[config.mk]
export PLATFORM = sky130hd
export DESIGN_NAME = power_clock_manager
export DESIGN_NICKNAME = d
export VERILOG_FILES = /design/src/design/power_clock_manager.v
export VERILOG_INCLUDE_DIRS = /design/src /design/src/design
export SDC_FILE = /design/constraint.sdc
export NUM_CORES = 1
export LEC_CHECK = 0
export ABC_AREA = 1
export BUFFER_PORTS_ARGS = -buffer_cell sky130_fd_sc_hd__buf_4
export CAP_MARGIN = 20
export CORE_MARGIN = 4
export CORE_UTILIZATION = 42
export DETAILED_ROUTE_END_ITERATION = 6
export PLACE_DENSITY = 0.59
export SYNTH_ARGS = -nofsm -noshare
export SYNTH_HDL_FRONTEND = slang
export SYNTH_SLANG_ARGS = --single-unit
[constraint.sdc]
create_clock -name sys_clk_in -period 4.95 [get_ports sys_clk_in]
set_input_delay 0.99 -clock sys_clk_in [delete_from_list [all_inputs] [get_ports sys_clk_in]]
set_output_delay 0.99 -clock sys_clk_in [all_outputs]
set_load 0.005 [all_outputs]
[src/design/power_clock_manager_defines.vh]
// Register map, field layouts and constants of the clock manager
`ifndef POWER_CLOCK_MANAGER_DEFINES_VH
`define POWER_CLOCK_MANAGER_DEFINES_VH

// ==========================================================
// Register offsets (byte addresses)
`define SYS_CLK_EN_ADDR      8'h00
`define SYS_CLK_DIS_ADDR     8'h04
`define SYS_CLK_STAT_ADDR    8'h08
`define PER_CLK_EN_ADDR      8'h10
`define PER_CLK_DIS_ADDR     8'h14
`define PER_CLK_STAT_ADDR    8'h18
`define MAIN_OSC_ADDR        8'h20
`define PLL2_CFG_ADDR        8'h2C
`define MCLK_CFG_ADDR        8'h30
`define PROG0_CFG_ADDR       8'h40
`define PROG1_CFG_ADDR       8'h44
`define INT_EN_ADDR          8'h60
`define INT_DIS_ADDR         8'h64
`define STATUS_ADDR          8'h68
`define INT_MASK_ADDR        8'h6C

// ==========================================================
// System clock bits (enable, disable, status)
`define SYS_PROC_BIT         0
`define SYS_USB_BIT          6
`define SYS_PROG_LSB         8

// ==========================================================
// Clock configuration fields (master and programmable)
`define CSS_MSB              1
`define CSS_LSB              0
`define PRESCALER_SELECT_MSB             4
`define PRESCALER_SELECT_LSB             2
`define MASTER_DIVIDER_SELECT_MSB             9
`define MASTER_DIVIDER_SELECT_LSB             8
`define CSS_SLOW             2'h0
`define CSS_MAIN             2'h1
`define CSS_PLL1             2'h2
`define CSS_PLL2             2'h3
`define PRESCALER_SELECT_MAX             3'h6

// ==========================================================
// Main oscillator and second PLL fields
`define OSC_EN_BIT           0
`define OSC_CNT_MSB          15
`define OSC_CNT_LSB          8
`define OSC_SLOW_DIV         3'h7
`define PLL_DIV_MSB          7
`define PLL_DIV_LSB          0
`define PLL_CNT_MSB          13
`define PLL_CNT_LSB          8
`define PLL_MUL_MSB          26
`define PLL_MUL_LSB          16
`define PLL_USB_MSB          29
`define PLL_USB_LSB          28

// ==========================================================
// Status flag bits
`define ST_OSC_BIT           0
`define ST_LOCK_BIT          2
`define ST_MRDY_BIT          3
`define ST_PRDY_LSB          8

`endif

[src/design/power_clock_manager.v]
// Clock manager: master, processor, usb, peripheral and output clocks
//
// Notes on behaviour
// - Master clock: source select, power-two prescale 1..64
// - Master divider lets processor outrun master clock
// - Master config write clears ready until established
// - System disable stops processor clock; status shows
// - Processor clock on after reset, interrupt re-enables
// - Gating waits for instruction end; bus unaffected
// - USB clock always from second PLL
// - USB host clock enable, disable, status bits
// - USB host gets usb and master clocks
// - Each peripheral clock gated separately, with status
// - Peripheral disable immediate; all off after reset
// - Peripheral bit position equals peripheral identifier
// - Two programmable clock outputs, separately configured
// - Output source choice, power-two prescale 1..64
// - Enable/disable bits start, stop outputs; status
// - Output ready flag once matching its configuration
// - No glitch prevention on output reconfiguration
// - Oscillator enable bit starts it, with count
// - Oscillator stable flag pollable and interruptible
// - Second PLL change clears lock until count expires
`timescale 1ns/1ns
`include "power_clock_manager_defines.vh"

module power_clock_manager #(
  parameter NUM_PERIPH = 32
) (
  // Clock and reset
  input  wire                  sys_clk_in,
  input  wire                  rstn_in,
  // Register port
  input  wire [7:0]            reg_addr_in,
  input  wire [31:0]           reg_wdata_in,
  input  wire                  reg_wr_in,
  input  wire                  reg_rd_in,
  output reg  [31:0]           reg_rdata_out,
  // Generator clock edges, one-cycle pulses
  input  wire                  slow_tick_in,
  input  wire                  main_tick_in,
  input  wire                  pll1_tick_in,
  input  wire                  pll2_tick_in,
  // Processor core handshake
  input  wire                  instr_done_in,
  input  wire                  irq_fast_in,
  input  wire                  irq_normal_in,
  // Gated clock edges
  output wire                  master_clock_out,
  output wire                  processor_clock_out,
  output wire                  usb_host_clock_out,
  output wire [NUM_PERIPH-1:0] periph_clock_out,
  // Programmable clock pins and interrupt
  output reg  [1:0]            prog_clock_out,
  output wire                  irq_out
);

  // ========================================================
  // Helpers

  // Source edge selected by a clock source field
  function src_pick;
    input [1:0] clock_source_select;
    input       slow;
    input       mainc;
    input       pll1;
    input       pll2;
    begin
      case (clock_source_select)
        `CSS_SLOW: src_pick = slow;
        `CSS_MAIN: src_pick = mainc;
        `CSS_PLL1: src_pick = pll1;
        default:   src_pick = pll2;
      endcase
    end
  endfunction

  // Terminal count of a power-of-two prescaler
  function [5:0] prescaler_select_limit;
    input [2:0] prescaler_select;
    reg   [2:0] p;
    begin
      p = (prescaler_select > `PRESCALER_SELECT_MAX) ? `PRESCALER_SELECT_MAX : prescaler_select;
      prescaler_select_limit = 6'h3F >> (3'h6 - p);
    end
  endfunction

  // ========================================================
  // Register state
  reg                  proc_en_r;
  reg                  proc_off_pend_r;
  reg                  usb_en_r;
  reg  [1:0]           prog_en_r;
  reg  [NUM_PERIPH-1:0] periph_en_r;
  reg  [9:0]           mclk_cfg_r;
  reg  [4:0]           prog_cfg_r [0:1];
  reg                  osc_en_r;
  reg  [7:0]           osc_cnt_r;
  reg  [2:0]           osc_div_r;
  reg                  osc_stable_r;
  reg  [29:0]          pll_cfg_r;
  reg  [5:0]           pll_cnt_r;
  reg                  pll_lock_r;
  reg                  mclk_rdy_r;
  reg  [5:0]           mclk_pcnt_r;
  reg  [1:0]           mclk_dcnt_r;
  reg  [5:0]           prog_cnt_r [0:1];
  reg  [1:0]           prog_rdy_r;
  reg  [1:0]           usb_cnt_r;
  reg  [9:0]           int_mask_r;
  integer              i, j;

  // Write decodes
  wire wr_sys_en  = reg_wr_in & (reg_addr_in == `SYS_CLK_EN_ADDR);
  wire wr_sys_dis = reg_wr_in & (reg_addr_in == `SYS_CLK_DIS_ADDR);
  wire wr_per_en  = reg_wr_in & (reg_addr_in == `PER_CLK_EN_ADDR);
  wire wr_per_dis = reg_wr_in & (reg_addr_in == `PER_CLK_DIS_ADDR);
  wire wr_osc     = reg_wr_in & (reg_addr_in == `MAIN_OSC_ADDR);
  wire wr_pll     = reg_wr_in & (reg_addr_in == `PLL2_CFG_ADDR);
  wire wr_mclk    = reg_wr_in & (reg_addr_in == `MCLK_CFG_ADDR);
  wire wr_int_en  = reg_wr_in & (reg_addr_in == `INT_EN_ADDR);
  wire wr_int_dis = reg_wr_in & (reg_addr_in == `INT_DIS_ADDR);
  wire [1:0] wr_prog;
  assign wr_prog[0] = reg_wr_in & (reg_addr_in == `PROG0_CFG_ADDR);
  assign wr_prog[1] = reg_wr_in & (reg_addr_in == `PROG1_CFG_ADDR);

  // ========================================================
  // Master clock path

  // Unlocked second PLL falls back to the main clock
  wire [1:0] mclk_css = mclk_cfg_r[`CSS_MSB:`CSS_LSB];
  wire [1:0] mclk_src = (mclk_css == `CSS_PLL2 && !pll_lock_r) ?
                        `CSS_MAIN : mclk_css;
  wire mclk_src_tick  = src_pick(mclk_src, slow_tick_in, main_tick_in,
                                 pll1_tick_in, pll2_tick_in);
  wire proc_tick = mclk_src_tick &
      (mclk_pcnt_r == prescaler_select_limit(mclk_cfg_r[`PRESCALER_SELECT_MSB:`PRESCALER_SELECT_LSB]));
  wire [1:0] master_divider_select_lim = (mclk_cfg_r[`MASTER_DIVIDER_SELECT_MSB:`MASTER_DIVIDER_SELECT_LSB] == 2'h0) ?
                        2'h0 :
                        (mclk_cfg_r[`MASTER_DIVIDER_SELECT_MSB:`MASTER_DIVIDER_SELECT_LSB] == 2'h1) ?
                        2'h1 : 2'h3;
  wire mclk_tick = proc_tick & (mclk_dcnt_r == master_divider_select_lim);

  // Prescaler and divider counters, restarted by a config write
  always @(posedge sys_clk_in or negedge rstn_in) begin
    if (!rstn_in) begin
      mclk_pcnt_r <= 6'h00;
      mclk_dcnt_r <= 2'h0;
    end else if (wr_mclk) begin
      mclk_pcnt_r <= 6'h00;
      mclk_dcnt_r <= 2'h0;
    end else begin
      if (proc_tick)
        mclk_pcnt_r <= 6'h00;
      else if (mclk_src_tick)
        mclk_pcnt_r <= mclk_pcnt_r + 6'h01;
      if (mclk_tick)
        mclk_dcnt_r <= 2'h0;
      else if (proc_tick)
        mclk_dcnt_r <= mclk_dcnt_r + 2'h1;
    end
  end

  // Config and ready flag; ready returns on first new master edge
  always @(posedge sys_clk_in or negedge rstn_in) begin
    if (!rstn_in) begin
      mclk_cfg_r <= 10'h000;
      mclk_rdy_r <= 1'b1;
    end else if (wr_mclk) begin
      mclk_cfg_r <= {reg_wdata_in[`MASTER_DIVIDER_SELECT_MSB:`MASTER_DIVIDER_SELECT_LSB], 3'h0,
                     reg_wdata_in[`PRESCALER_SELECT_MSB:`CSS_LSB]};
      mclk_rdy_r <= 1'b0;
    end else if (mclk_css == `CSS_PLL2 && !pll_lock_r) begin
      mclk_rdy_r <= 1'b0;
    end else if (mclk_tick) begin
      mclk_rdy_r <= 1'b1;
    end
  end

  assign master_clock_out = mclk_tick;

  // ========================================================
  // Processor clock: disable waits for instruction end

  wire proc_wake = irq_fast_in | irq_normal_in;
  always @(posedge sys_clk_in or negedge rstn_in) begin
    if (!rstn_in) begin
      proc_en_r       <= 1'b1;
      proc_off_pend_r <= 1'b0;
    end else if (proc_wake) begin
      proc_en_r       <= 1'b1;
      proc_off_pend_r <= 1'b0;
    end else if (wr_sys_en && reg_wdata_in[`SYS_PROC_BIT]) begin
      proc_en_r       <= 1'b1;
      proc_off_pend_r <= 1'b0;
    end else if (wr_sys_dis && reg_wdata_in[`SYS_PROC_BIT]) begin
      proc_off_pend_r <= 1'b1;
      if (instr_done_in)
        proc_en_r <= 1'b0;
    end else if (proc_off_pend_r && instr_done_in) begin
      proc_en_r       <= 1'b0;
      proc_off_pend_r <= 1'b0;
    end
  end

  // Only the core clock stops; master clock keeps the bus going
  assign processor_clock_out = proc_tick & proc_en_r;

  // ========================================================
  // USB host clock from the second PLL, divided by 1, 2 or 4

  wire [1:0] usb_sel = pll_cfg_r[`PLL_USB_MSB:`PLL_USB_LSB];
  wire [1:0] usb_lim = (usb_sel == 2'h0) ? 2'h0 :
                       (usb_sel == 2'h1) ? 2'h1 : 2'h3;
  wire usb_tick = pll2_tick_in & (usb_cnt_r == usb_lim);

  always @(posedge sys_clk_in or negedge rstn_in) begin
    if (!rstn_in) begin
      usb_cnt_r <= 2'h0;
      usb_en_r  <= 1'b0;
    end else begin
      if (usb_tick)
        usb_cnt_r <= 2'h0;
      else if (pll2_tick_in)
        usb_cnt_r <= usb_cnt_r + 2'h1;
      if (wr_sys_en && reg_wdata_in[`SYS_USB_BIT])
        usb_en_r <= 1'b1;
      else if (wr_sys_dis && reg_wdata_in[`SYS_USB_BIT])
        usb_en_r <= 1'b0;
    end
  end

  assign usb_host_clock_out = usb_tick & usb_en_r & pll_lock_r;

  // ========================================================
  // Peripheral clocks, bit index is the peripheral identifier

  always @(posedge sys_clk_in or negedge rstn_in) begin
    if (!rstn_in)
      periph_en_r <= {NUM_PERIPH{1'b0}};
    else if (wr_per_en)
      periph_en_r <= periph_en_r |
                     reg_wdata_in[NUM_PERIPH-1:0];
    else if (wr_per_dis)
      periph_en_r <= periph_en_r &
                     ~reg_wdata_in[NUM_PERIPH-1:0];
  end

  // Disable acts on the next master edge with no wait
  assign periph_clock_out = periph_en_r &
                            {NUM_PERIPH{mclk_tick}};

  // ========================================================
  // Programmable clock outputs (no glitch guard on reconfig)

  reg [1:0] prog_tick;
  always @* begin
    for (j = 0; j < 2; j = j + 1)
      prog_tick[j] = src_pick(prog_cfg_r[j][`CSS_MSB:`CSS_LSB],
                              slow_tick_in, main_tick_in,
                              pll1_tick_in, pll2_tick_in) &
                     (prog_cnt_r[j] ==
                      prescaler_select_limit(prog_cfg_r[j][`PRESCALER_SELECT_MSB:`PRESCALER_SELECT_LSB]));
  end

  always @(posedge sys_clk_in or negedge rstn_in) begin
    if (!rstn_in) begin
      prog_en_r      <= 2'h0;
      prog_rdy_r     <= 2'h0;
      prog_clock_out <= 2'h0;
      for (i = 0; i < 2; i = i + 1) begin
        prog_cfg_r[i] <= 5'h00;
        prog_cnt_r[i] <= 6'h00;
      end
    end else begin
      for (i = 0; i < 2; i = i + 1) begin
        if (wr_prog[i]) begin
          prog_cfg_r[i] <= reg_wdata_in[`PRESCALER_SELECT_MSB:`CSS_LSB];
          prog_cnt_r[i] <= 6'h00;
          prog_rdy_r[i] <= 1'b0;
        end else if (prog_tick[i]) begin
          prog_cnt_r[i] <= 6'h00;
        end else if (src_pick(prog_cfg_r[i][`CSS_MSB:`CSS_LSB],
                              slow_tick_in, main_tick_in,
                              pll1_tick_in, pll2_tick_in)) begin
          prog_cnt_r[i] <= prog_cnt_r[i] + 6'h01;
        end
        if (wr_sys_en && reg_wdata_in[`SYS_PROG_LSB + i])
          prog_en_r[i] <= 1'b1;
        else if (wr_sys_dis && reg_wdata_in[`SYS_PROG_LSB + i])
          prog_en_r[i] <= 1'b0;
        if (!prog_en_r[i]) begin
          prog_clock_out[i] <= 1'b0;
          prog_rdy_r[i]     <= 1'b0;
        end else if (prog_tick[i] && !wr_prog[i]) begin
          prog_clock_out[i] <= ~prog_clock_out[i];
          prog_rdy_r[i]     <= 1'b1;
        end
      end
    end
  end

  // ========================================================
  // Main oscillator start-up count on slow clock divided by 8

  always @(posedge sys_clk_in or negedge rstn_in) begin
    if (!rstn_in) begin
      osc_en_r     <= 1'b0;
      osc_cnt_r    <= 8'h00;
      osc_div_r    <= 3'h0;
      osc_stable_r <= 1'b0;
    end else if (wr_osc) begin
      osc_en_r     <= reg_wdata_in[`OSC_EN_BIT];
      osc_cnt_r    <= reg_wdata_in[`OSC_CNT_MSB:`OSC_CNT_LSB];
      osc_div_r    <= 3'h0;
      osc_stable_r <= 1'b0;
    end else if (osc_en_r && !osc_stable_r) begin
      if (osc_cnt_r == 8'h00)
        osc_stable_r <= 1'b1;
      else if (slow_tick_in) begin
        osc_div_r <= osc_div_r + 3'h1;
        if (osc_div_r == `OSC_SLOW_DIV)
          osc_cnt_r <= osc_cnt_r - 8'h01;
      end
    end
  end

  // ========================================================
  // Second PLL lock count on slow clock

  wire pll_change = wr_pll &&
    (reg_wdata_in[`PLL_MUL_MSB:`PLL_MUL_LSB] !=
       pll_cfg_r[`PLL_MUL_MSB:`PLL_MUL_LSB] ||
     reg_wdata_in[`PLL_DIV_MSB:`PLL_DIV_LSB] !=
       pll_cfg_r[`PLL_DIV_MSB:`PLL_DIV_LSB]);
  wire pll_on = pll_cfg_r[`PLL_MUL_MSB:`PLL_MUL_LSB] != 11'h000 &&
                pll_cfg_r[`PLL_DIV_MSB:`PLL_DIV_LSB] != 8'h00;

  always @(posedge sys_clk_in or negedge rstn_in) begin
    if (!rstn_in) begin
      pll_cfg_r  <= 30'h0000_0000;
      pll_cnt_r  <= 6'h00;
      pll_lock_r <= 1'b0;
    end else begin
      if (wr_pll)
        pll_cfg_r <= reg_wdata_in[29:0];
      if (pll_change) begin
        pll_cnt_r  <= reg_wdata_in[`PLL_CNT_MSB:`PLL_CNT_LSB];
        pll_lock_r <= 1'b0;
      end else if (pll_on && !pll_lock_r) begin
        if (pll_cnt_r == 6'h00)
          pll_lock_r <= 1'b1;
        else if (slow_tick_in)
          pll_cnt_r <= pll_cnt_r - 6'h01;
      end
    end
  end

  // ========================================================
  // Status, interrupt mask and shared interrupt line

  wire [9:0] status = {prog_rdy_r, 4'h0, mclk_rdy_r, pll_lock_r,
                       1'b0, osc_stable_r};
  wire [9:0] sys_stat = {prog_en_r, 1'b0, usb_en_r, 5'h00, proc_en_r};

  always @(posedge sys_clk_in or negedge rstn_in) begin
    if (!rstn_in)
      int_mask_r <= 10'h000;
    else if (wr_int_en)
      int_mask_r <= int_mask_r | reg_wdata_in[9:0];
    else if (wr_int_dis)
      int_mask_r <= int_mask_r & ~reg_wdata_in[9:0];
  end

  assign irq_out = |(status & int_mask_r);

  // ========================================================
  // Read data, one cycle after the read strobe; zero elsewhere

  reg [31:0] rdata_nxt;
  always @* begin
    rdata_nxt = 32'h0000_0000;
    case (reg_addr_in)
      `SYS_CLK_STAT_ADDR: rdata_nxt = {22'h00_0000, sys_stat};
      `PER_CLK_STAT_ADDR: rdata_nxt[NUM_PERIPH-1:0] = periph_en_r;
      `MAIN_OSC_ADDR:
        rdata_nxt = {16'h0000, osc_cnt_r, 7'h00, osc_en_r};
      `PLL2_CFG_ADDR:     rdata_nxt = {2'h0, pll_cfg_r};
      `MCLK_CFG_ADDR:     rdata_nxt = {22'h00_0000, mclk_cfg_r};
      `PROG0_CFG_ADDR:    rdata_nxt = {27'h000_0000, prog_cfg_r[0]};
      `PROG1_CFG_ADDR:    rdata_nxt = {27'h000_0000, prog_cfg_r[1]};
      `STATUS_ADDR:       rdata_nxt = {22'h00_0000, status};
      `INT_MASK_ADDR:     rdata_nxt = {22'h00_0000, int_mask_r};
      default:            rdata_nxt = 32'h0000_0000;
    endcase
  end

  always @(posedge sys_clk_in or negedge rstn_in) begin
    if (!rstn_in)
      reg_rdata_out <= 32'h0000_0000;
    else if (reg_rd_in)
      reg_rdata_out <= rdata_nxt;
    else
      reg_rdata_out <= 32'h0000_0000;
  end

endmodule // power_clock_manager

# Word-level counts from Yosys, hierarchy flattened
# Index checks and enable logic that the tools add are counted.
dict set report op_classes {
  add_sub_neg 11
  order_cmp 3
  eq_ne 38
  shifts 3
  mux 81
  bitwise_logic 30
  n_reduce_logical 57
}
# op count
set ops {}
lappend ops {{$pmux W32 S9} 1}
lappend ops {{$mux W32} 3}
lappend ops {{$mux W6} 13}
lappend ops {{$and A32 B32 Y32} 2}
lappend ops {{$eq A8 B7 Y1 const B} 6}
lappend ops {{$mux W8} 5}
lappend ops {{$mux W1} 37}
lappend ops {{$not A32 Y32} 1}
lappend ops {{$or A32 B32 Y32} 1}
lappend ops {{$reduce_bool A2 Y1} 13}
lappend ops {{$eq A8 B5 Y1 const B} 3}
lappend ops {{$eq A8 B6 Y1 const B} 3}
lappend ops {{$mux W3} 7}
lappend ops {{$and A10 B10 Y10} 2}
lappend ops {{$mux W10} 2}
lappend ops {{$mux W2} 10}
lappend ops {{$and A1 B1 Y1} 19}
lappend ops {{$add A6 B1 Y6 const B} 3}
lappend ops {{$eq A6 B6 Y1} 3}
lappend ops {{$shr A6 B3 Y6 const A} 3}
lappend ops {{$logic_and A1 B1 Y1} 16}
lappend ops {{$logic_not A8 Y1} 2}
lappend ops {{$reduce_bool A3 Y1} 5}
lappend ops {{$ne A11 B11 Y1} 1}
lappend ops {{other kinds (33)} 62}
dict set report word_totals {
  ff_bits 173
  inputBits 51
  output_inout_bits 70
  word_cells 251
}

# Logic depth before layout (Yosys ltp)
# Gate-level depths: netlist of run 1.
dict set report depth {
  ltp_word 11
  ltp_mapped 17
  mapped_depth_nobuf 17
}

# Worst setup path after synthesis of run 1
# Ideal clock, no wire load.
dict set report synth_path {
  kind {register to output}
  startpoint {register mclk_cfg_r[4]}
  endpoint {output port periph_clock_out[22]}
  t_arrival_ns 1.963
  t_required_ns 3.960
  path_slack_ns 1.997
  stages_incl_launch_ff 14
  n_path_buf 2
  cell_sequence {dfrtp_1 buf_4 nand2_1 inv_1 nor2_1 ha_1 o21ai_0 nand2_1 nor2_1 nand3_1 nor2_1 nand3b_2 buf_6 nor2_1}
}
dict set report synth_via {
  elab_chain_cells 8
}
# element line
set synth_lines {}
lappend synth_lines {{start, declared} power_clock_manager.v:95} ;# reg [9:0] mclk_cfg_r;
lappend synth_lines {{start signal, assigned} power_clock_manager.v:170} ;# mclk_cfg_r <= {reg_wdata_in[`MASTER_DIVIDER_SELECT_MSB:`MASTER_DIVIDER_SELECT_LSB], 3'h0,
lappend synth_lines {{$gt A3 B3 Y1 (no line)} -}
lappend synth_lines {{$mux W3 (*)} power_clock_manager.v:83} ;# p = (prescaler_select > `PRESCALER_SELECT_MAX) ? `PRESCALER_SELECT_MAX : prescaler_select;
lappend synth_lines {{$sub A3 B3 Y3 (*)} power_clock_manager.v:84} ;# prescaler_select_limit = 6'h3F >> (3'h6 - p);
lappend synth_lines {{$shr A6 B3 Y6 (*)} power_clock_manager.v:84}
lappend synth_lines {{$eq A6 B6 Y1 (*)} power_clock_manager.v:137} ;# (mclk_pcnt_r == prescaler_select_limit(mclk_cfg_r[`PRESCALER_SELECT_MSB:`PRESCALER_SELECT_LSB]));
lappend synth_lines {{$and A1 B1 Y1 (*)} power_clock_manager.v:136} ;# wire proc_tick = mclk_src_tick &
lappend synth_lines {{$and A1 B1 Y1 (*)} power_clock_manager.v:142} ;# wire mclk_tick = proc_tick & (mclk_dcnt_r == master_divider_select_lim);
lappend synth_lines {{$and A32 B32 Y32 (*)} power_clock_manager.v:250} ;# assign periph_clock_out = periph_en_r &
lappend synth_lines {{end, declared} power_clock_manager.v:52} ;# output wire [NUM_PERIPH-1:0] periph_clock_out,
# Every way passes the cells marked *; elsewhere a longest branch is shown, timed or not.

# Final worst setup path of run 1
dict set report layout_path {
  startpoint {register mclk_cfg_r[4]}
  endpoint {output port periph_clock_out[7]}
}
# Same word-level chain as after synthesis.

==> results_dict.tcl, run 1 <==
set metrics [dict create \
    portBuffers 120 \
    critPathLaunchType "flop" \
    synth_top_area_cell "dfrtp_1" \
    fp.dieH_um 156.4 \
    met2_usage_pct 36.12 \
    maxSlewHeadroom_pct 37.56 \
    path_clk_slew_ns 0.07 \
    grt_pass1_wl_mm 42.19 \
    min_from "pll_cfg_r[27]$_DFFE_PN0P_" \
    drtIter0Drc 526 \
    synth_cells 1213 \
    clock.fmax_mhz 251.2 \
    async_flop_share_pct 100.0 \
    clock_latency_ns 0.43 \
    antenna_cells 0 \
    synth_common_cells "nand2_1 (279), inv_1 (173), dfrtp_1 (171)" \
    rows 54 \
    synth_edf_count 0 \
    ys_types 41 \
    r2r_start "mclk_cfg_r[4]$_DFFE_PN0P_" \
    rrSetupSlack_ns 2.50 \
    netlist_area_um2 9255 \
    cts_tree "yes" \
    synth_fp_nets 1279 \
    hold_class "reg2reg" \
    synth_flop_cell "dfrtp_1" \
    pre_cts_ws_ns 1.426 \
    slew_violations 0 \
    vdd_drop_max_mv 0.2091 \
    core_um2 21760 \
    hpwl_mm 18.51 \
    tns_ns 0 \
    via_count 8258 \
    min_period_ns 3.981 \
    fin_ws_ns 0.9693 \
    busiest_layer "met2" \
    synth-seq-cells 173 \
    gr-total-overflow 0 \
    initial_core_util_pct 42.54 \
    nFillCells 2133 \
    synth-seq-area-share_pct 46.80 \
    grt_setup_unrepaired "no" \
    grt_pass1_vias 7926 \
    cts.sinks 173 \
    cts_resized 0 \
    grt_max_degree 69 \
    cp_max_fo 29 \
    layout-drive-gt1-share_pct 14.63 \
    routedWlPerCell_um 16.15 \
    finClkSkew_ns 0.01337 \
    critPathLaunch "mclk_cfg_r[4]$_DFFE_PN0P_" \
    fin_nets 1386 \
    h-tree-depth 4 \
    viasPerCell 5.120 \
    synth_top_area_share_pct 46.23 \
    ctsHoldBuffers 0 \
    hold_violations 0 \
    grtUsageMet3_pct 4.701 \
    critical_path_class "reg2out" \
    crit_arrival_ns 2.99 \
    crit_required_ns 3.96 \
    avgSynthCellArea_um2 7.630 \
    p_per_area_nw_per_um2 372.4 \
    met1_usage_pct 29.11 \
    cts-buffers-inserted 17 \
    area_delta_synth_final_pct 18.82 \
    clockRootBuffer "clkbuf_16" \
    clockBufferDepth 2 \
    synth.area.top_cells "dfrtp_1 (46%), nand2_1 (11%), inv_1 (7.0%)" \
    dr.pass1.iters 5 \
    die_x_um 156.4 \
    ant_nets 0 \
    routed_wl_mm 26.06 \
    min_period_over_period_pct 80.42 \
    gp_congestion 0.8568 \
    yosysMostFrequentCell "nand2_1" \
    status "finished clean" \
    grt_antenna_before_repair 0 \
    die_area_um2 24480 \
    setup_viol 0 \
    io_pins 121 \
    track_usage_pct 21.70 \
    drcViolationCount 0 \
    worstSetupEndpointType "primary output" \
    p_leak_uw 0.005431 \
    tightestPinTransition_ns 0.9332 \
    maxCapViolations 0 \
    ys_warn_count 0 \
    cts_setup_buffers 0 \
]
## power breakdown
group / switching (uW) / internal, uW
logic: 529 / 362
registers: 202 / 1620
clock network: 604 / 774
total: 1340 / 2760
## path summary, 6_finish.rpt
kind / cells after the start / to
worst max register to register: 10 / mclk_pcnt_r[0]$_DFFE_PN0P_
worst max-delay path: 13 / periph_clock_out[7]
worst min register to register: 2 / pll_cfg_r[27]$_DFFE_PN0P_
worst min-delay path: 2 / pll_cfg_r[27]$_DFFE_PN0P_
max in group asynchronous: 2 / prog_rdy_r[1]$_DFFE_PN0P_
min in group asynchronous: 1 / prog_cnt_r[9]$_DFFE_PN0P_
## per-stage QoR
step	util, %	hold WS [ns]	total power (uW)	cell area (um2)	std cells
4_1_cts	50.42	0.4769	4127	10970	1612
3_3_place_gp	47.67	0.4534	2726	10370	1580
3_5_place_dp	47.67	0.4585	2742	10370	1580
5_1_grt	50.55	0.5057	4364	11000	1613
2_1_floorplan	-	0.4422	2452	9255	1213
6_report	50.55	0.4765	4095	11000	1613
## critical path, cell delays in order (launching register included)
cell      delay (ns)
dfrtp_1         0.51
nand2_1         0.11
inv_1           0.08
nor2_1          0.04
ha_1            0.30
o21ai_0         0.22
nand2_1         0.08
nor2_1          0.10
nand3_1         0.10
nor2_1          0.17
nand3b_2        0.24
buf_4           0.32
nor2_1          0.15
buf_4           0.13
## kinds of logic after synthesis
family          after synthesis  synth area share [%]
buf+inv                     224                 9.842
simple gates                540                 24.56
fa+ha+maj                    15                 2.028
xor+xnor                     28                 2.650
compound gates              233                 14.11
flops                       173                 46.80
## per-layer routing
layer  part of all wire, %  vias to the layer above  wire length [um]
met4                   1.6                        0               419
met3                   5.8                       24              1504
met5                     0                        -                 0
met1                    45                     3917             11660
met2                    48                      202             12470
li1                      -                     4115                 -
## area by class of cell
| type | count | area [um2] | area share [%] |
|---|---|---|---|
| clock buffer | 20 | 446.7 | 4.062 |
| clock inverter | 12 | 152.6 | 1.388 |
| inverter | 180 | 675.6 | 6.144 |
| multi-input combinational | 816 | 4025 | 36.60 |
| sequential | 173 | 4332 | 39.39 |
| tap | 280 | 350.3 | 3.186 |
| timing repair buffer | 132 | 1015 | 9.227 |
## layout by cell type, fill, tap and decap left out, drive strengths merged, types with 2 or more instances in the layout
cell type / instances
dfrtp: 171
xnor2: 10
a31oi: 43
nand3: 65
o22ai: 25
nor2: 154
dfstp: 2
nand4: 10
nor3b: 3
xor2: 18
bufinv: 2
clkinv: 3
a21oi: 70
ha: 15
o21ai: 76
nor3: 15
nand3b: 4
o211ai: 12
nand2: 287
clkbuf: 20
buf: 132
clkinvlp: 2
inv: 185
Power figures use the tool's default switching activity.
==> run 2: changes to the inputs <==
- clock period: 4.95 -> 3.7 ns (I/O delays scaled with it)
==> run 2 against run 1 <==
Hold slack got worse by 0.15 ns. Combinational power rose by 37%. Clock power is 33% higher. Highest routed layer unchanged.
==> results_dict.tcl, run 2 (same netlist as run 1, synthesis figures left out) <==
set metrics [dict create \
    status "finished clean" \
    die_area_um2 24480 \
    power_uw 5505 \
    critical_path_class "reg2out" \
    ctsHoldBuffers 0 \
    routed_wl_mm 26.48 \
    setup_viol 0 \
    clockBufferDepth 2 \
    cts-buffers-inserted 17 \
    finClkSkew_ns 0.01112 \
    p_per_area_nw_per_um2 498.8 \
    portBuffers 120 \
    p_leak_uw 0.005469 \
    antenna_cells 0 \
    maxCapViolations 0 \
    cp_max_fo 29 \
    rr_worst_depth 10 \
    min_period_over_period_pct 91.68 \
    fin_ws_ns 0.3077 \
    crit_required_ns 2.96 \
    io_pins 121 \
    h-tree-depth 4 \
    tightestPinTransition_ns 0.7598 \
    gr-total-overflow 0 \
    drtIter0Drc 639 \
    grt_max_degree 76 \
    tns_ns 0 \
    viasPerCell 5.097 \
    drcViolationCount 0 \
    die_x_um 156.4 \
    min_period_ns 3.392 \
    layout_common_cells "nand2_1 (279), inv_1 (173), dfrtp_1 (170), nor2_1 (144), buf_4 (133)" \
    maxSlewHeadroom_pct 48.81 \
    slew_violations 0 \
    routedWlPerCell_um 16.39 \
    dr.pass1.iters 5 \
    clockRootBuffer "clkbuf_16" \
    grt_setup_unrepaired "no" \
    track_usage_pct 22.33 \
    via_count 8237 \
    cts_tree "yes" \
    crit_arrival_ns 2.65 \
    critPathLaunchType "flop" \
    grt_pass1_vias 8102 \
    layout-drive-gt1-share_pct 15.19 \
    hold_class "in2async" \
    final_common_cell "nand2_1" \
    path_clk_slew_ns 0.07 \
    fp.dieH_um 156.4 \
    design_area_um2 11040 \
    clock_latency_ns 0.43 \
    fin_nets 1390 \
    grt_pass1_wl_mm 43.39 \
    hpwl_mm 18.87 \
    cts_setup_buffers 0 \
    rows 54 \
    ant_nets 0 \
    gp_congestion 0.8916 \
    core_um2 21760 \
    vdd_drop_max_mv 0.2548 \
    grt_antenna_before_repair 0 \
    initial_core_util_pct 42.54 \
    clock.fmax_mhz 294.8 \
    pre_cts_ws_ns 0.4618 \
    cts.sinks 173 \
    hold_violations 0 \
    area_delta_synth_final_pct 19.25 \
    placed_area_um2 10420 \
    worstSetupEndpointType "primary output" \
]
## run 2: repair_timing
action                                  CTS  global route
endpoints found under the setup margin    7            30
resized for setup                         1             6
pin swaps                                 0             0
## run 2: worst max-delay path, stage by stage (launching register included)
cell	delay (ns)
dfrtp_2	0.46
nand2_1	0.11
inv_1	0.06
nor2_1	0.09
ha_1	0.27
o21ai_2	0.17
nand2_1	0.07
nor2_1	0.10
nand3_1	0.10
nor2_2	0.16
nand3b_4	0.16
buf_8	0.20
nor2_1	0.13
buf_4	0.12
## run 2: final timing paths
kind | slack (ns) | endpoint | start
setup reg to reg | 1.33 | mclk_pcnt_r[5]$_DFFE_PN0P_ | mclk_cfg_r[4]$_DFFE_PN0P_
setup / recovery | 0.31 | periph_clock_out[29] | mclk_cfg_r[4]$_DFFE_PN0P_
hold / removal | 0.33 | prog_cnt_r[10]$_DFFE_PN0P_ | rstn_in
hold reg to reg | 0.47 | pll_cfg_r[13]$_DFFE_PN0P_ | pll_cfg_r[13]$_DFFE_PN0P_
max in group asynchronous | 2.51 | mclk_pcnt_r[2]$_DFFE_PN0P_ | rstn_in
min in group sys_clk_in | 0.47 | pll_cfg_r[13]$_DFFE_PN0P_ | pll_cfg_r[13]$_DFFE_PN0P_
## run 2: where the power goes
group / switching, uW / internal [uW]
clock network: 813 / 1030
registers: 273 / 2170
logic: 724 / 495
total: 1810 / 3700
## run 2: final cells by class
cell class	instances	area (um2)
clock inverters	13	153.9
flip-flops and latches	173	4333
clock buffers	18	439.2
multi-input cells	816	4040
repair buffers	136	1045
inverters	180	675.6
well taps	280	350.3
fillers	2182	10720
## run 2: metal layers
| metal | global-route usage (%) | share of wire (%) |
|---|---|---|
| met2 | 36.77 | 48 |
| met5 | 0 | 0 |
| met3 | 4.259 | 5.3 |
| met1 | 30.43 | 45 |
| met4 | 5.868 | 1.7 |
## run 2: through the flow
| step | utilization (%) | hold WS (ns) | instances |
|---|---|---|---|
| 2_1_floorplan | - | 0.4422 | 1213 |
| 3_3_place_gp | 47.90 | 0.4532 | 1585 |
| 3_5_place_dp | 47.90 | 0.4593 | 1585 |
| 4_1_cts | 50.63 | 0.3477 | 1616 |
| 5_1_grt | 50.73 | 0.3791 | 1616 |
| 6_report | 50.73 | 0.3303 | 1616 |
==> run 3: changes to the inputs <==
- BUFFER_PORTS_ARGS: -buffer_cell sky130_fd_sc_hd__buf_4 -> not set
- CELL_PAD_IN_SITES_DETAIL_PLACEMENT: not set -> 0
- CELL_PAD_IN_SITES_GLOBAL_PLACEMENT: not set -> 1
- CORE_ASPECT_RATIO: not set -> 0.9
- DONT_BUFFER_PORTS: not set -> 1
- PLACE_DENSITY: 0.59 -> 0.71
==> run 3 against run 2 <==
Die area is essentially flat. Via count is 4.5% lower. Sequential cell count unchanged. Sequential power about the same. Routed wire length grew 4.1%. First-iteration DRC count decreased by 4.9%. Power decreased by 1.8%. Non-clock buffer count fell by 120. Worst setup slack got worse by 0.025 ns. Hold slack worse by 0.19 ns. Clock power barely moved. Clock skew shrank 0.00054 ns. Largest cell class unchanged.
==> results_dict.tcl, run 3 (same netlist as run 1, synthesis figures left out) <==
set metrics [dict create \
    min_period_ns 3.417 \
    status "finished clean" \
    grt_setup_unrepaired "no" \
    die_area_um2 24480 \
    setup_viol 0 \
    grt_pass1_wl_mm 42.55 \
    final_util_pct 46.96 \
    cp_top_family "simple AND/OR/NAND/NOR gates" \
    viasPerCell 5.217 \
    grt_antenna_before_repair 0 \
    worstSetupPathDepth 12 \
    crit_arrival_ns 2.68 \
    rr_worst_depth 16 \
    crit_path_top_delay_cell "dfrtp_2" \
    portBuffers 0 \
    p_per_area_nw_per_um2 532.2 \
    design_area_um2 10160 \
    drcViolationCount 0 \
    gr-total-overflow 0 \
    via_count 7867 \
    vdd_drop_max_mv 0.2981 \
    slew_violations 0 \
    grt_max_degree 174 \
    io_pins 121 \
    critPathLaunchType "flop" \
    p_leak_uw 0.004840 \
    clock_latency_ns 0.44 \
    fin_nets 1270 \
    cts_tree "yes" \
    routed_wl_mm 27.55 \
    final_common_cell "nand2_1" \
    hold_class "in2async" \
    hold_violations 0 \
    tightestPinTransition_ns 0.8669 \
    crit_top_cell "nor2_1" \
    crit_path_max_incr_delay_ns 0.47 \
    cts-buffers-inserted 17 \
    ant_nets 0 \
    layout_common_cells "nand2_1 (279), inv_1 (173), dfrtp_1 (170), nor2_1 (144)" \
    critical_path_class "reg2out" \
    clockBufferDepth 2 \
    finClkSkew_ns 0.01058 \
    hpwl_mm 18.95 \
    path_cells "nand2_1 > inv_1 > nor2_1 > ha_1 > o21ai_1 > nand2_1 > nor2_1 > nand3_1 > nor2_2 > nand3b_4 > buf_4 > nor2_1" \
    cts_setup_buffers 0 \
    tns_ns 0 \
    maxSlewHeadroom_pct 42.02 \
    routedWlPerCell_um 18.27 \
    crit_required_ns 2.96 \
    cp_max_fo 17 \
    worstSetupEndpointType "primary output" \
    layout-drive-gt1-share_pct 6.656 \
    cts.sinks 173 \
    gp_congestion 0.8838 \
    clockRootBuffer "clkbuf_16" \
    rows 51 \
    clock.fmax_mhz 292.6 \
    maxCapViolations 0 \
    placed_area_um2 9494 \
    initial_core_util_pct 42.78 \
    track_usage_pct 22.57 \
    h-tree-depth 4 \
    antenna_cells 0 \
    grt_pass1_vias 7343 \
    drtIter0Drc 608 \
    area_delta_synth_final_pct 9.761 \
    path_clk_slew_ns 0.07 \
    core_um2 21630 \
    min_period_over_period_pct 92.36 \
    die_x_um 164.5 \
    crit_buf_inv 2 \
    dr.pass1.iters 5 \
    fp.dieH_um 148.8 \
]
## run 3: power breakdown
part / switching (uW) / internal, uW
registers: 265 / 2170
logic: 682 / 445
clock network: 831 / 1010
total: 1780 / 3630
## run 3: metal layers
metal,share of wire (%),up-vias,global-route usage (%)
li1,-,3883,-
met1,49,3770,34.72
met2,44,201,33.33
met3,5.8,13,4.725
met4,0.71,0,3.701
met5,0,-,0
## run 3: final timing paths
path,start,endpoint,slack (ns)
worst max-delay path,mclk_cfg_r[4]$_DFFE_PN0P_,periph_clock_out[14],0.28
worst min-delay path,rstn_in,proc_en_r$_DFFE_PN1P_,0.14
worst max register to register,prescaler_select_limit.prescaler_select[1]$_DFFE_PN0P_,prog_cnt_r[5]$_DFFE_PN0P_,1.23
worst min register to register,pll_cfg_r[10]$_DFFE_PN0P_,pll_cfg_r[10]$_DFFE_PN0P_,0.48
max in group asynchronous,rstn_in,pll_cfg_r[5]$_DFFE_PN0P_,2.29
min in group sys_clk_in,reg_wdata_in[25],flop,0.39
## run 3: area by class of cell
type / count / area [um2]
fillers: 2189 / 11470
well taps: 291 / 364.1
clock buffers: 18 / 429.2
flip-flops and latches: 173 / 4333
multi-input cells: 816 / 4036
inverters: 180 / 675.6
repair buffers: 16 / 162.7
clock inverters: 14 / 157.7
## run 3: what timing repair did
item                                    CTS  global route
endpoints found under the setup margin   21            25
resized for setup                         1             3
endpoints found under the hold margin   146            61
## run 3: worst reg2reg max path, cell delays in order, from the launching register on
cell     delay [ns]
dfrtp_1        0.44
nand2_1        0.09
nand2_1        0.07
inv_1          0.06
ha_1           0.13
inv_1          0.04
ha_1           0.31
inv_1          0.11
nand2_1        0.05
nand2_1        0.06
nand2_1        0.05
nor3_1         0.12
nand2_1        0.07
nor2_1         0.40
nor2_1         0.19
o21ai_0        0.13
nor2_1         0.06
## run 3: per-stage QoR
| stage | hold WS [ns] | total power (uW) | setup slack, ns | instances |
|---|---|---|---|---|
| 5_1_grt | 0.1196 | 5739 | 0.04823 | 1508 |
| 6_report | 0.1429 | 5406 | 0.2827 | 1508 |
| 4_1_cts | -0.02562 | 5391 | 0.06967 | 1505 |
| 2_1_floorplan | 0.4422 | 3280 | 0.9969 | 1213 |
| 3_3_place_gp | 0.4495 | 3524 | 0.5244 | 1473 |
| 3_5_place_dp | 0.4502 | 3537 | 0.4460 | 1473 |
